--- src/design/sgb_pkg.sv ---
package sgb_pkg;
  // ==========================================
  // timebase
  localparam int unsigned CLK_PERIOD_NS = 5;
  localparam int unsigned MS_NS = 1000000;
  localparam int unsigned MS_CYCLES = MS_NS / CLK_PERIOD_NS;
  localparam int unsigned CLK_HZ = 1000000000 / CLK_PERIOD_NS;
  localparam int unsigned PCT_FULL = 100;

  // ==========================================
  // register indices, byte address is four times the index
  localparam logic [15:0] IDX_OV_THR = 16'h2034;
  localparam logic [15:0] IDX_UV_THR = 16'h2035;
  localparam logic [15:0] IDX_IDLE_TIME = 16'h2036;
  localparam logic [15:0] IDX_RED_SET = 16'h2037;
  localparam logic [15:0] IDX_BRK_COUNT = 16'h2040;
  localparam logic [15:0] IDX_BRK_CLOSE = 16'h2041;
  localparam logic [15:0] IDX_PWR_OFF = 16'h2042;
  localparam logic [15:0] IDX_BRK_OPEN = 16'h2043;
  localparam logic [15:0] IDX_START_DLY = 16'h2044;
  localparam logic [15:0] IDX_PWM_FREQ = 16'h2045;
  localparam logic [15:0] IDX_PWM_DUTY = 16'h2046;
  localparam logic [15:0] IDX_MOTOR_CFG = 16'h2050;
  localparam logic [15:0] IDX_STATUS = 16'h2051;
  localparam logic [15:0] IDX_IRQ_STAT = 16'h2052;
  localparam logic [15:0] IDX_IRQ_EN = 16'h2053;
  localparam logic [15:0] IDX_IRQ_CLR = 16'h2054;
  localparam logic [15:0] IDX_RATED_CUR = 16'h2055;

  // ==========================================
  // reset values
  localparam logic [31:0] RST_OV_THR = 32'h0000EF3D;
  localparam logic [31:0] RST_UV_THR = 32'h00002710;
  localparam logic [31:0] RST_IDLE_TIME = 32'h000003E8;
  localparam logic [31:0] RST_RED_SET = 32'h0FFFFFCE;
  localparam logic [31:0] RST_BRK_COUNT = 32'h00000006;
  localparam logic [31:0] RST_BRK_DLY = 32'h000003E8;
  localparam logic [31:0] RST_START_DLY = 32'h00000000;
  localparam logic [31:0] RST_PWM = 32'h00000000;
  localparam logic [31:0] RST_RATED_CUR = 32'h00000258;

  // ==========================================
  // limits and hysteresis
  localparam logic [32:0] OV_HYST_MV = 33'h0000007D0;
  localparam logic [32:0] UV_HYST_MV = 33'h0000005DC;
  localparam logic [31:0] PWM_FREQ_MAX = 32'h000007D0;
  localparam logic [31:0] PWM_DUTY_MIN = 32'h00000002;
  localparam logic [31:0] PWM_DUTY_MAX = 32'h00000064;
  localparam logic signed [31:0] RED_PCT_MIN = -32'sd100;

  // ==========================================
  // motor configuration bits
  localparam int unsigned CFG_ENABLE_BIT = 0;
  localparam int unsigned CFG_CLOSED_LOOP_BIT = 1;
  localparam int unsigned CFG_REDUCE_BIT = 3;

  // ==========================================
  // interrupt bits
  localparam int unsigned IRQ_W = 4;
  localparam int unsigned IRQ_OV = 0;
  localparam int unsigned IRQ_UV = 1;
  localparam int unsigned IRQ_OP_EN = 2;
  localparam int unsigned IRQ_BRAKED = 3;

  typedef enum logic [5:0] {
    ST_OFF = 6'b000001,
    ST_POWER_UP = 6'b000010,
    ST_RELEASED = 6'b000100,
    ST_ENABLED = 6'b001000,
    ST_CLOSE_WAIT = 6'b010000,
    ST_POWER_DOWN = 6'b100000
  } sgb_state_t;

  typedef struct packed {
    logic motor_power_on;
    logic brake_release;
    logic operation_enabled;
  } sgb_drive_t;

  typedef struct packed {
    logic overvoltage;
    logic undervoltage;
    logic reduction_active;
  } sgb_fault_t;
endpackage

--- src/design/sgb_supply_guard_and_brake_sequencer.sv ---
// Local design decision: the APB interface to the registers.
`timescale 1ns/1ps
// What this block does
// - supply above upper threshold stops motor, flags
// - overvoltage clears below threshold minus 2 V
// - supply below lower threshold stops motor, flags
// - undervoltage clears above threshold plus 1.5 V
// - reduction only after standstill idle time elapses
// - reduction needs open loop, reduce bit, standstill
// - small non-negative setting is reduced current
// - setting -1..-100 scales rated current percent
// - wait close delay after standstill, engage brake
// - wait power-off delay after brake, cut current
// - power on first, wait, then release brake
// - wait start delay, then operation enabled
// - brake PWM at programmed hertz, 0..2000
// - brake duty percent, 0 or 2..100
module sgb_supply_guard_and_brake_sequencer #(
  parameter int unsigned TICK_CYCLES = sgb_pkg::MS_CYCLES,
  parameter int unsigned PWM_CLK_HZ = sgb_pkg::CLK_HZ
) (
  input wire logic pclk,
  input wire logic presetn,
  input wire logic psel,
  input wire logic penable,
  input wire logic pwrite,
  input wire logic [15:0] paddr,
  input wire logic [31:0] pwdata,
  output logic [31:0] prdata,
  output logic pready,
  output logic pslverr,
  input wire logic [31:0] supply_mv,
  input wire logic motor_standstill,
  output sgb_pkg::sgb_drive_t drive,
  output sgb_pkg::sgb_fault_t fault,
  output logic [31:0] reduced_current_ma,
  output logic brake_pwm,
  output logic irq
);
  import sgb_pkg::*;

  // ==========================================
  // parameter checks, refused at elaboration
  if (TICK_CYCLES < 2) begin : g_bad_tick
    $error("TICK_CYCLES must be at least 2");
  end
  // the accumulator needs two clocks per pwm period at the top frequency
  if (PWM_CLK_HZ < 2 * int'(PWM_FREQ_MAX)) begin : g_bad_pwm_clk
    $error("PWM_CLK_HZ too low");
  end
  if (PWM_CLK_HZ / PCT_FULL == 0) begin : g_bad_duty_clk
    $error("PWM_CLK_HZ too low for duty");
  end

  // ==========================================
  // registers
  logic [31:0] ov_thr_q, uv_thr_q, idle_time_q, red_set_q;
  logic [31:0] brk_close_q, pwr_off_q, brk_open_q, start_dly_q;
  logic [31:0] pwm_freq_q, pwm_duty_q, motor_cfg_q, rated_cur_q;
  logic [IRQ_W-1:0] irq_stat_q, irq_en_q, irq_set;
  logic ov_q, uv_q;
  sgb_state_t state_q, state_d;
  logic [31:0] seq_ms_q, idle_ms_q, tick_cnt_q, phase_q;
  logic ms_tick;

  // ==========================================
  // apb decode
  logic wr_acc, rd_setup, addr_ok, wr_bad;
  logic [15:0] idx;
  assign idx = {2'b00, paddr[15:2]};
  assign wr_acc = psel && penable && pwrite;
  assign rd_setup = psel && !penable && !pwrite;
  assign pready = 1'b1;

  always_comb begin
    case (idx)
      IDX_OV_THR, IDX_UV_THR, IDX_IDLE_TIME, IDX_RED_SET, IDX_BRK_COUNT, IDX_BRK_CLOSE,
      IDX_PWR_OFF, IDX_BRK_OPEN, IDX_START_DLY, IDX_PWM_FREQ, IDX_PWM_DUTY, IDX_MOTOR_CFG,
      IDX_STATUS, IDX_IRQ_STAT, IDX_IRQ_EN, IDX_IRQ_CLR, IDX_RATED_CUR: addr_ok = (paddr[1:0] == 2'b00);
      default: addr_ok = 1'b0;
    endcase
  end

  // out-of-range pwm frequency and duty settings and writes to read-only words are refused
  always_comb begin
    wr_bad = !addr_ok;
    case (idx)
      IDX_PWM_FREQ: wr_bad = !addr_ok || (pwdata > PWM_FREQ_MAX);
      IDX_PWM_DUTY: wr_bad = !addr_ok
                             || ((pwdata != 32'h00000000) && ((pwdata < PWM_DUTY_MIN) || (pwdata > PWM_DUTY_MAX)));
      IDX_BRK_COUNT, IDX_STATUS, IDX_IRQ_STAT: wr_bad = 1'b1;
      default: wr_bad = !addr_ok;
    endcase
  end

  assign pslverr = psel && penable && (pwrite ? wr_bad : !addr_ok);

  logic wr_ok;
  assign wr_ok = wr_acc && !wr_bad;

  always_ff @(posedge pclk or negedge presetn) begin
    if (!presetn) begin
      ov_thr_q <= RST_OV_THR;
      uv_thr_q <= RST_UV_THR;
      idle_time_q <= RST_IDLE_TIME;
      red_set_q <= RST_RED_SET;
      brk_close_q <= RST_BRK_DLY;
      pwr_off_q <= RST_BRK_DLY;
      brk_open_q <= RST_BRK_DLY;
      start_dly_q <= RST_START_DLY;
      pwm_freq_q <= RST_PWM;
      pwm_duty_q <= RST_PWM;
      motor_cfg_q <= 32'h00000000;
      rated_cur_q <= RST_RATED_CUR;
      irq_en_q <= '0;
    end else if (wr_ok) begin
      case (idx)
        IDX_OV_THR: ov_thr_q <= pwdata;
        IDX_UV_THR: uv_thr_q <= pwdata;
        IDX_IDLE_TIME: idle_time_q <= pwdata;
        IDX_RED_SET: red_set_q <= pwdata;
        IDX_BRK_CLOSE: brk_close_q <= pwdata;
        IDX_PWR_OFF: pwr_off_q <= pwdata;
        IDX_BRK_OPEN: brk_open_q <= pwdata;
        IDX_START_DLY: start_dly_q <= pwdata;
        IDX_PWM_FREQ: pwm_freq_q <= pwdata;
        IDX_PWM_DUTY: pwm_duty_q <= pwdata;
        IDX_MOTOR_CFG: motor_cfg_q <= pwdata;
        IDX_IRQ_EN: irq_en_q <= pwdata[IRQ_W-1:0];
        IDX_RATED_CUR: rated_cur_q <= pwdata;
        default: ;
      endcase
    end
  end

  // read data is captured in the setup cycle so it stands through the access phase
  always_ff @(posedge pclk or negedge presetn) begin
    if (!presetn) begin
      prdata <= 32'h00000000;
    end else if (rd_setup) begin
      case (idx)
        IDX_OV_THR: prdata <= ov_thr_q;
        IDX_UV_THR: prdata <= uv_thr_q;
        IDX_IDLE_TIME: prdata <= idle_time_q;
        IDX_RED_SET: prdata <= red_set_q;
        IDX_BRK_COUNT: prdata <= RST_BRK_COUNT;
        IDX_BRK_CLOSE: prdata <= brk_close_q;
        IDX_PWR_OFF: prdata <= pwr_off_q;
        IDX_BRK_OPEN: prdata <= brk_open_q;
        IDX_START_DLY: prdata <= start_dly_q;
        IDX_PWM_FREQ: prdata <= pwm_freq_q;
        IDX_PWM_DUTY: prdata <= pwm_duty_q;
        IDX_MOTOR_CFG: prdata <= motor_cfg_q;
        IDX_STATUS: prdata <= {23'h000000, state_q, fault.reduction_active, uv_q, ov_q};
        IDX_IRQ_STAT: prdata <= {{(32-IRQ_W){1'b0}}, irq_stat_q};
        IDX_IRQ_EN: prdata <= {{(32-IRQ_W){1'b0}}, irq_en_q};
        IDX_RATED_CUR: prdata <= rated_cur_q;
        default: prdata <= 32'h00000000;
      endcase
    end
  end

  // ==========================================
  // millisecond tick
  // common ms tick
  always_ff @(posedge pclk or negedge presetn) begin
    if (!presetn) begin
      tick_cnt_q <= 32'h00000000;
    end else if (ms_tick) begin
      tick_cnt_q <= 32'h00000000;
    end else begin
      tick_cnt_q <= tick_cnt_q + 32'h00000001;
    end
  end
  assign ms_tick = (tick_cnt_q == 32'(TICK_CYCLES - 1));

  // ==========================================
  // supply guard
  logic [32:0] v_ext, ov_ext, uv_ext;
  assign v_ext = {1'b0, supply_mv};
  assign ov_ext = {1'b0, ov_thr_q};
  assign uv_ext = {1'b0, uv_thr_q};

  always_ff @(posedge pclk or negedge presetn) begin
    if (!presetn) begin
      ov_q <= 1'b0;
    end else if (v_ext > ov_ext) begin
      ov_q <= 1'b1;
    end else if (v_ext + OV_HYST_MV < ov_ext) begin
      ov_q <= 1'b0;
    end
  end

  always_ff @(posedge pclk or negedge presetn) begin
    if (!presetn) begin
      uv_q <= 1'b0;
    end else if (v_ext < uv_ext) begin
      uv_q <= 1'b1;
    end else if (v_ext > uv_ext + UV_HYST_MV) begin
      uv_q <= 1'b0;
    end
  end

  logic supply_fault;
  assign supply_fault = ov_q || uv_q;

  // ==========================================
  // brake and power sequencer
  logic enable_req;
  assign enable_req = motor_cfg_q[CFG_ENABLE_BIT] && !supply_fault;

  always_comb begin
    state_d = state_q;
    case (state_q)
      ST_OFF: begin
        if (enable_req) state_d = ST_POWER_UP;
      end
      ST_POWER_UP: begin
        if (!enable_req) state_d = ST_OFF;
        else if (seq_ms_q >= brk_open_q) state_d = ST_RELEASED;
      end
      ST_RELEASED: begin
        if (!enable_req) state_d = ST_CLOSE_WAIT;
        else if (seq_ms_q >= start_dly_q) state_d = ST_ENABLED;
      end
      ST_ENABLED: begin
        if (!enable_req) state_d = ST_CLOSE_WAIT;
      end
      ST_CLOSE_WAIT: begin
        if (motor_standstill && seq_ms_q >= brk_close_q) state_d = ST_POWER_DOWN;
      end
      ST_POWER_DOWN: begin
        if (seq_ms_q >= pwr_off_q) state_d = ST_OFF;
      end
      default: state_d = ST_OFF;
    endcase
    // supply fault forces motor off at once
    if (supply_fault) state_d = ST_OFF;
  end

  always_ff @(posedge pclk or negedge presetn) begin
    if (!presetn) begin
      state_q <= ST_OFF;
    end else begin
      state_q <= state_d;
    end
  end

  // delay count restarts on any state change or on loss of standstill in close wait
  always_ff @(posedge pclk or negedge presetn) begin
    if (!presetn) begin
      seq_ms_q <= 32'h00000000;
    end else if (state_d != state_q || (state_q == ST_CLOSE_WAIT && !motor_standstill)) begin
      seq_ms_q <= 32'h00000000;
    end else if (ms_tick && seq_ms_q != 32'hFFFFFFFF) begin
      seq_ms_q <= seq_ms_q + 32'h00000001;
    end
  end

  always_ff @(posedge pclk or negedge presetn) begin
    if (!presetn) begin
      drive <= '0;
    end else begin
      drive.motor_power_on <= (state_d != ST_OFF);
      drive.brake_release <= (state_d == ST_RELEASED) || (state_d == ST_ENABLED) || (state_d == ST_CLOSE_WAIT);
      drive.operation_enabled <= (state_d == ST_ENABLED);
    end
  end

  // ==========================================
  // standstill current reduction
  // idle count in ms
  always_ff @(posedge pclk or negedge presetn) begin
    if (!presetn) begin
      idle_ms_q <= 32'h00000000;
    end else if (!motor_standstill) begin
      idle_ms_q <= 32'h00000000;
    end else if (ms_tick && idle_ms_q != 32'hFFFFFFFF) begin
      idle_ms_q <= idle_ms_q + 32'h00000001;
    end
  end

  logic signed [31:0] red_s;
  logic [31:0] red_target;
  logic [39:0] red_prod;
  assign red_s = signed'(red_set_q);
  assign red_prod = 40'(rated_cur_q) * 40'(red_s + 32'sd100);

  // an out-of-range setting leaves the rated current in place
  always_comb begin
    red_target = rated_cur_q;
    if (red_s >= 0 && red_set_q < rated_cur_q) begin
      red_target = red_set_q;
    end else if (red_s < 0 && red_s >= RED_PCT_MIN) begin
      red_target = 32'(red_prod / 40'(PCT_FULL));
    end
  end

  logic reduce_on;
  assign reduce_on = !motor_cfg_q[CFG_CLOSED_LOOP_BIT] && motor_cfg_q[CFG_REDUCE_BIT] && motor_standstill
                     && (idle_ms_q >= idle_time_q);

  always_ff @(posedge pclk or negedge presetn) begin
    if (!presetn) begin
      fault <= '0;
      reduced_current_ma <= 32'h00000000;
    end else begin
      fault.overvoltage <= ov_q;
      fault.undervoltage <= uv_q;
      fault.reduction_active <= reduce_on;
      reduced_current_ma <= reduce_on ? red_target : rated_cur_q;
    end
  end

  // ==========================================
  // brake pwm, phase accumulator avoids a divider by the frequency
  logic [32:0] phase_next;
  logic [31:0] duty_level;
  assign phase_next = {1'b0, phase_q} + {1'b0, pwm_freq_q};
  assign duty_level = 32'(PWM_CLK_HZ / PCT_FULL) * pwm_duty_q;

  // phase advances by frequency per clock
  always_ff @(posedge pclk or negedge presetn) begin
    if (!presetn) begin
      phase_q <= 32'h00000000;
    end else if (phase_next >= 33'(PWM_CLK_HZ)) begin
      phase_q <= 32'(phase_next - 33'(PWM_CLK_HZ));
    end else begin
      phase_q <= phase_next[31:0];
    end
  end

  // zero frequency or zero duty drives the brake coil at a steady level
  always_ff @(posedge pclk or negedge presetn) begin
    if (!presetn) begin
      brake_pwm <= 1'b0;
    end else if (pwm_freq_q == 32'h00000000 || pwm_duty_q == 32'h00000000) begin
      brake_pwm <= drive.brake_release;
    end else begin
      brake_pwm <= drive.brake_release && (phase_q < duty_level);
    end
  end

  // ==========================================
  // interrupts
  assign irq_set[IRQ_OV] = ov_q && !fault.overvoltage;
  assign irq_set[IRQ_UV] = uv_q && !fault.undervoltage;
  // drive follows state_d, so the entry is seen on the state pair, not on the output
  assign irq_set[IRQ_OP_EN] = (state_d == ST_ENABLED) && (state_q != ST_ENABLED);
  assign irq_set[IRQ_BRAKED] = state_q == ST_POWER_DOWN && state_d == ST_OFF;

  // a set in the same cycle as its clear wins
  always_ff @(posedge pclk or negedge presetn) begin
    if (!presetn) begin
      irq_stat_q <= '0;
    end else begin
      irq_stat_q <= (irq_stat_q & ~((wr_ok && idx == IDX_IRQ_CLR) ? pwdata[IRQ_W-1:0] : '0)) | irq_set;
    end
  end

  assign irq = |(irq_stat_q & irq_en_q);
endmodule

--- config.mk ---
export PLATFORM = sky130hd
export DESIGN_NAME = sgb_supply_guard_and_brake_sequencer
export DESIGN_NICKNAME = d
export VERILOG_FILES = /design/src/design/sgb_pkg.sv /design/src/design/sgb_supply_guard_and_brake_sequencer.sv
export SDC_FILE = /design/constraint.sdc
export NUM_CORES = 2
export LEC_CHECK = 0
export ABC_AREA = 1
export BUFFER_PORTS_ARGS = -buffer_cell sky130_fd_sc_hd__buf_2
export CELL_PAD_IN_SITES_DETAIL_PLACEMENT = 1
export CELL_PAD_IN_SITES_GLOBAL_PLACEMENT = 2
export CORE_MARGIN = 4
export CORE_UTILIZATION = 36
export DETAILED_ROUTE_END_ITERATION = 16
export PLACE_DENSITY = 0.89
export SLEW_MARGIN = 20
export SYNTH_ARGS = -nofsm -noshare
export SYNTH_HDL_FRONTEND = slang
export SYNTH_SLANG_ARGS = --single-unit
--- constraint.sdc ---
create_clock -name pclk -period 20.5 [get_ports pclk]
set_clock_uncertainty 0.1 [all_clocks]
set_input_delay 1.025 -clock pclk [delete_from_list [all_inputs] [get_ports pclk]]
set_output_delay 1.025 -clock pclk [all_outputs]
set_load 0.05 [all_outputs]
# --- Yosys cells after proc, flatten, opt, wreduce, memory -nomap -nowiden ---
# Index checks and enable logic that the tools add are counted.
word_totals:
  output_inout_bits: 74
  ff_bits: 599
classes:
  n_mul: 2
  n_bitwise: 4
  add_sub_neg: 8
  n_mux: 29
  order_cmp: 18
  div_mod_pow: 1
  eq_ne: 34
  reduce_logical: 63
op_table:
  columns: ["cell", "count"]
  rows:
  - ["one-hot mux 32 bit (16 select lines)", 1]
  - ["2-to-1 mux 32 bit", 9]
  - ["== test 14 bit (second input constant)", 17]
  - [">= comparator 32 bit", 5]
  - ["adder 32 x 1 -> 32 bit (second input constant)", 3]
  - ["less-than comparator 32 bit", 3]
  - ["adder 32 x 11 -> 33 bit (second input constant)", 2]
  - ["logical NOT 32 bit", 2]
  - ["inequality test 32 bit (second input constant)", 2]
  - ["2-to-1 mux 6 bit", 9]
  - ["divider 40 x 7 -> 40 bit (second input constant)", 1]
  - ["multiplier 33 x 33 -> 40 bit", 1]
  - ["one-hot mux 6 bit (6 select lines)", 1]
  - ["adder 32 x 32 -> 33 bit", 1]
  - ["adder 32 x 8 -> 33 bit (second input constant)", 1]
  - [">= comparator 33 x 28 -> 1 bit (second input constant)", 1]
  - ["greater-than comparator 32 x 33 -> 1 bit", 1]
  - ["less-than comparator 33 x 32 -> 1 bit", 1]
  - ["== test 32 x 18 -> 1 bit (second input constant)", 1]
  - [">= comparator 32 x 1 -> 1 bit (second input constant)", 1]
  - [">= comparator 32 x 8 -> 1 bit (second input constant)", 1]
  - ["greater-than comparator 32 x 11 -> 1 bit (second input constant)", 1]
  - ["greater-than comparator 32 bit", 1]
  - ["greater-than comparator 32 x 7 -> 1 bit (second input constant)", 1]
  - ["other kinds (30)", 92]

# --- Longest topological paths before layout ---
logic_depth:
  word_depth: 13
  mapped_depth: 214
  ltp_nobuf: 212

# --- Worst setup path before layout ---
# OpenSTA, ideal clock, no wires.
synth_timing:
  path_type: "register to register"
  from: "register red_set_q[3], in the netlist red_s[3]"
  to: "register reduced_current_ma[0]"
  slack_ns: -0.860
  t_arrival_ns: 21.143
  stages_incl_launch_ff: 190
  period_less_slack_ns: 21.360
  setup_ns: 0.116
  cell_sequence: "dfstp_2 ha_1 nand2_1 nand2_4 nand2_4 nor2_4 nand2_1 o21ai_1 nand2_2 inv_1 clkbuf_1 nor2_1 fa_1 inv_1 fa_1 inv_1 fa_1 fa_1 [... 154 more ...] nand2_1 nor2_2 nand2_2 nand2_4 nand2_4 nand4_1 nand2_4 nand2_4 nand2_2 nand4_2 nand2_1 nand2_2 nor2_1 nor2_1 nand3_1 nand3_1 nand2_1 nand2_1"
synth_between:
  elab_chain_cells: 6
synth_lines:
  columns: ["element", "line", "rtl"]
  rows:
  - ["from (decl)", "sgb_supply_guard_and_brake_sequencer.sv:57", "logic [31:0] ov_thr_q, uv_thr_q, idle_time_q, red_set_q;"]
  - ["from (signal assigned)", "sgb_supply_guard_and_brake_sequencer.sv:121", "IDX_RED_SET: red_set_q <= pwdata;"]
  - ["adder 32 x 8 -> 33 bit", "sgb_supply_guard_and_brake_sequencer.sv:287", "assign red_prod = 40'(rated_cur_q) * 40'(red_s + 32'sd100);"]
  - ["multiplier 33 x 33 -> 40 bit", "sgb_supply_guard_and_brake_sequencer.sv:287", null]
  - ["divider 40 x 7 -> 40 bit", "sgb_supply_guard_and_brake_sequencer.sv:295", "red_target = 32'(red_prod / 40'(PCT_FULL));"]
  - ["2-to-1 mux 32 bit", "sgb_supply_guard_and_brake_sequencer.sv:294", "end else if (red_s < 0 && red_s >= RED_PCT_MIN) begin"]
  - ["2-to-1 mux 32 bit (*)", "sgb_supply_guard_and_brake_sequencer.sv:292", "if (red_s >= 0 && red_set_q < rated_cur_q) begin"]
  - ["2-to-1 mux 32 bit (*)", "sgb_supply_guard_and_brake_sequencer.sv:311", "reduced_current_ma <= reduce_on ? red_target : rated_cur_q;"]
  - ["to (signal assigned)", "sgb_supply_guard_and_brake_sequencer.sv:311", null]
  - ["to (decl)", "sgb_supply_guard_and_brake_sequencer.sv:36", "output logic [31:0] reduced_current_ma,"]
# Every way passes the cells marked *; elsewhere a longest branch is shown, timed or not.
# A chain may end at the register's enable or synchronous reset.

# --- Worst setup path after layout ---
layout_timing:
  from: "register red_set_q[6], in the netlist red_s[6]"
  to: "register reduced_current_ma[1]"
# The elaborated chain is that of the path after synthesis.

==> results by group <==
Status
  • Outcome: finished, violations left
  • Failing checks: negative setup slack

Cells and area
  • # nets final: 11255
  • Fraction of layout cells with a size suffix above 1: between 20% and 30%
  • Fill count: around 23000
  • Syn-to-layout area delta: 23.2%
  • Most frequent cells in the layout: inv_1 (1691), nand2_1 (1527), buf_4 (908), fa_1 (670), nor2_1 (618)
  • Non-filler cells, final: 12447
  • Most common cell after layout, fill and taps aside: inv_1

Pwr
  • Pwr Density: 32.5 mW/mm^2
  • Worst vdd ir: 0.0717 mV
  • Leakage: ~45 nW

Logic synthesis
  • Synth async-reset ratio: 100%
  • Yosys reg bits: about 600
  • Unique masters post-synth: 91
  • Post-Syn Area: ~0.070 sq mm
  • Yosys warning count: 0
  • Synthesized net count: 10318
  • Cell taking the most area after synthesis: fa_1
  • EDFF count, synth: 0
  • Sequential share of the synthesized area: roughly 22%
  • Syn_area_per_cell: 7.86 sq um
  • Synth Instances: 8915
  • Main flop type after synthesis: dfrtp_1
  • Top post-synthesis cells by area: fa_1 (20%), dfrtp_1 (19%), ha_1 (11%)
  • Area share of the largest cell type after synthesis: 19.8%

Floorplanning
  • Die Y: 449 um
  • Rows: approximately 160
  • IO Pins: 160
  • Starting Density: 36.3%
  • Die W: 449 um
  • Die ar.: 0.202 sq mm
  • Core Region: around 0.19 sq mm

Critical path
  • Slowest stage cell, crit path: dfstp_2
  • R2r startpoint: red_s[6]$_DFFE_PN1P_
  • Worst Setup Path Type: flop to flop
  • WP data required: ~21 ns
  • Worst R2R Path Depth: roughly 180
  • Critical R2R Capture: reduced_current_ma[1]$_DFF_PN0_
  • Critical path capture point type: flop
  • Crit path largest cell delay: 0.65 ns
  • Reg2reg setup slack: -3.18 ns
  • CP Launch Type: flop
  • Worst Path Arrival: 24.16 ns
  • Worst Path Max Fanout: 7
  • CP most frequent cell: nand2_4

GRT
  • Initial antenna violation count: 20
  • Gr usage total: 29.1%
  • Vias in the first global route: 72549
  • Overflow left after global routing: 0
  • First-pass GRT wire length: 449000 um
  • Pin count of the biggest net entering global routing: 152

STA
  • Fin. Hold Viols: 0
  • Period utilisation layout: 115%
  • Unrepaired setup endpoints after global routing: true
  • Post-route minimum period: 23.68 ns
  • Highest Clock Rate: roughly 0.042 GHz
  • Final setup viols: 10
  • Hold WS: 0.269 ns
  • Setup WS post-layout: -3.18 ns
  • Worst slew pin tran: between 1 and 1.5 ns
  • Max-Slew Margin vs Limit: 16.5%
  • Final slew viol count: 0

CTS
  • Clock Pin Slew Worst Setup and Hold Paths: approximately 0.070 ns
  • CTS tree: built
  • CTS Hold Buffers Added: 0
  • Maximum clock path buffer count: 3
  • Worst-skew pair later-pin latency: 0.73 ns
  • Root buffer cell: clkbuf_16
  • CTS sink count: 599
  • Total CTS buffers: 74
  • H-tree levels: 3

Drt
  • Drt wl/cell: 24.0 um
  • Routed vias/inst: 5.38
  • Via Count: ~67000
  • 1st-iter DRT viols: between 4000 and 5000
  • Antenna viol nets, final: 0
  • DRC: 0
  • DRT Pass-1 Iters: 5
  • WL final: 299000 um

Placed design
  • Placed insts: between 10000 and 15000
  • IO buf count: 158
  • Detailed-placement wirelength estimate: between 200000 and 250000 um
  • Final GP Congestion: 0.987

Min path
  • Worst hold path class: input port to async pin

Flow run
  • Max-cap viol count: 0
-- final cells by class --
| class | count | area [sq um] | share of cell area [%] |
|---|---|---|---|
| sequential | 599 | 15100 | 17.5 |
| inverter | 1811 | 6880 | 7.96 |
| antenna | 8 | 20.0 | 0.0232 |
| tap | 2526 | 3160 | 3.66 |
| clock inverter | 38 | 588 | 0.681 |
| clock buffer | 99 | 2110 | 2.44 |
| timing repair buffer | 1151 | 8980 | 10.4 |
| multi-input combinational | 6215 | 49600 | 57.4 |
-- cell usage after synthesis, types with 141 or more instances --
master and n:
fa_1 695, ha_1 622, o21ai_0 539, nand2_1 1626, clkbuf_1 246, nand2_2 190, nand3_1 328, dfrtp_1 528
nor2_1 656, inv_1 1741, o22ai_1 141, a21oi_1 364
-- power breakdown --
| part | leakage, nW | internal (mW) | switching [mW] |
|---|---|---|---|
| sequential | 8.06 | 1.18 | 0.000989 |
| combinational | 35.4 | 0.0324 | 0.106 |
| clock | 1.31 | 0.872 | 0.614 |
| total | 44.8 | 2.09 | 0.720 |
-- logic make-up after synthesis --
| family | after synthesis | share of synthesized area, % |
|---|---|---|
| adders and majority gates | 1317 | 30.9 |
| buffers and inverters | 2101 | 11.6 |
| AOI/OAI and AO/OA | 1380 | 11.4 |
| other | 1 | 0.00535 |
| xor gates and xnor gates | 192 | 2.44 |
| DFF | 599 | 21.5 |
| muxes | 23 | 0.369 |
| and+or+nand+nor | 3302 | 21.7 |
-- state kept, by name, indices dropped and copies added, names as in the netlist, 3 cells and up --
| register | flops |
|---|---|
| brk_close_q | 32 |
| brk_open_q | 32 |
| drive | 3 |
| fault | 3 |
| idle_ms_q | 32 |
| idle_time_q | 32 |
| irq_en_q | 4 |
| irq_stat_q | 4 |
| motor_cfg_q | 32 |
| ov_thr_q | 32 |
| phase_q | 32 |
| prdata | 32 |
| pwm_duty_q | 32 |
| pwm_freq_q | 32 |
| pwr_off_q | 32 |
| rated_cur_q | 32 |
| red_s | 32 |
| reduced_current_ma | 32 |
| seq_ms_q | 32 |
| start_dly_q | 32 |
| state_q | 6 |
| tick_cnt_q | 32 |
| uv_thr_q | 32 |
-- critical path: cells and delay by family, from the launching register on --
kind	cells	cell delay, ns
AND/OR/NAND/NOR	133	13.15
adder cells (fa/ha/maj)	9	4.34
buffers and inverters	22	2.75
AO/OA/AOI/OAI	13	2.13
flip-flops	1	0.65
XOR/XNOR	2	0.36
-- stage by stage --
| stage | instance area, sq um | power, mW | worst slack, ns | util, % | setup TNS (ns) |
|---|---|---|---|---|---|
| floorplan | 70600 | 1.26 | -0.444 | - | -0.734 |
| global route | 86400 | 2.89 | -4.64 | 44.7 | -32.10 |
| detailed placement | 80000 | 1.34 | -3.39 | 41.4 | -18.10 |
| CTS | 85000 | 2.83 | -2.53 | 44.0 | -11.51 |
| global placement | 80000 | 1.34 | -2.32 | 41.4 | -10.03 |
| finish | 86400 | 2.81 | -3.18 | 44.7 | -17.87 |
-- worst max-delay path by stage --
stage,cells after the start,end,slack (ns),start
6_report,179,reduced_current_ma[1]$_DFF_PN0_,-3.18,red_s[6]$_DFFE_PN1P_
5_1_grt,191,reduced_current_ma[0]$_DFF_PN0_,-4.64,red_s[2]$_DFFE_PN1P_
4_1_cts,192,reduced_current_ma[1]$_DFF_PN0_,-2.53,red_s[2]$_DFFE_PN1P_
3_5_place_dp,184,reduced_current_ma[1]$_DFF_PN0_,-3.39,red_s[3]$_DFFE_PN1P_
3_3_place_gp,183,reduced_current_ma[1]$_DFF_PN0_,-2.32,red_s[2]$_DFFE_PN1P_
2_1_floorplan,199,reduced_current_ma[0]$_DFF_PN0_,-0.44,red_s[3]$_DFFE_PN1P_
-- metal layers --
layer / part of all wire [%] / routed length, um / global-route usage (%) / vias up
li1: - / - / - / 30238
met3: 5.4 / 16300 / 3.83 / 695
met2: 47 / 140000 / 48.3 / 1919
met5: 0.038 / 115 / 0 / -
met1: 40 / 119000 / 35.4 / 34045
met4: 8.0 / 24000 / 18.9 / 16
-- what timing repair did --
action	CTS	global route
endpoints found under the setup margin	9	13
setup buffers	109	56
resized for setup	369	212
pin swaps	262	160
Note: power is estimated with default switching activity, not from simulation.
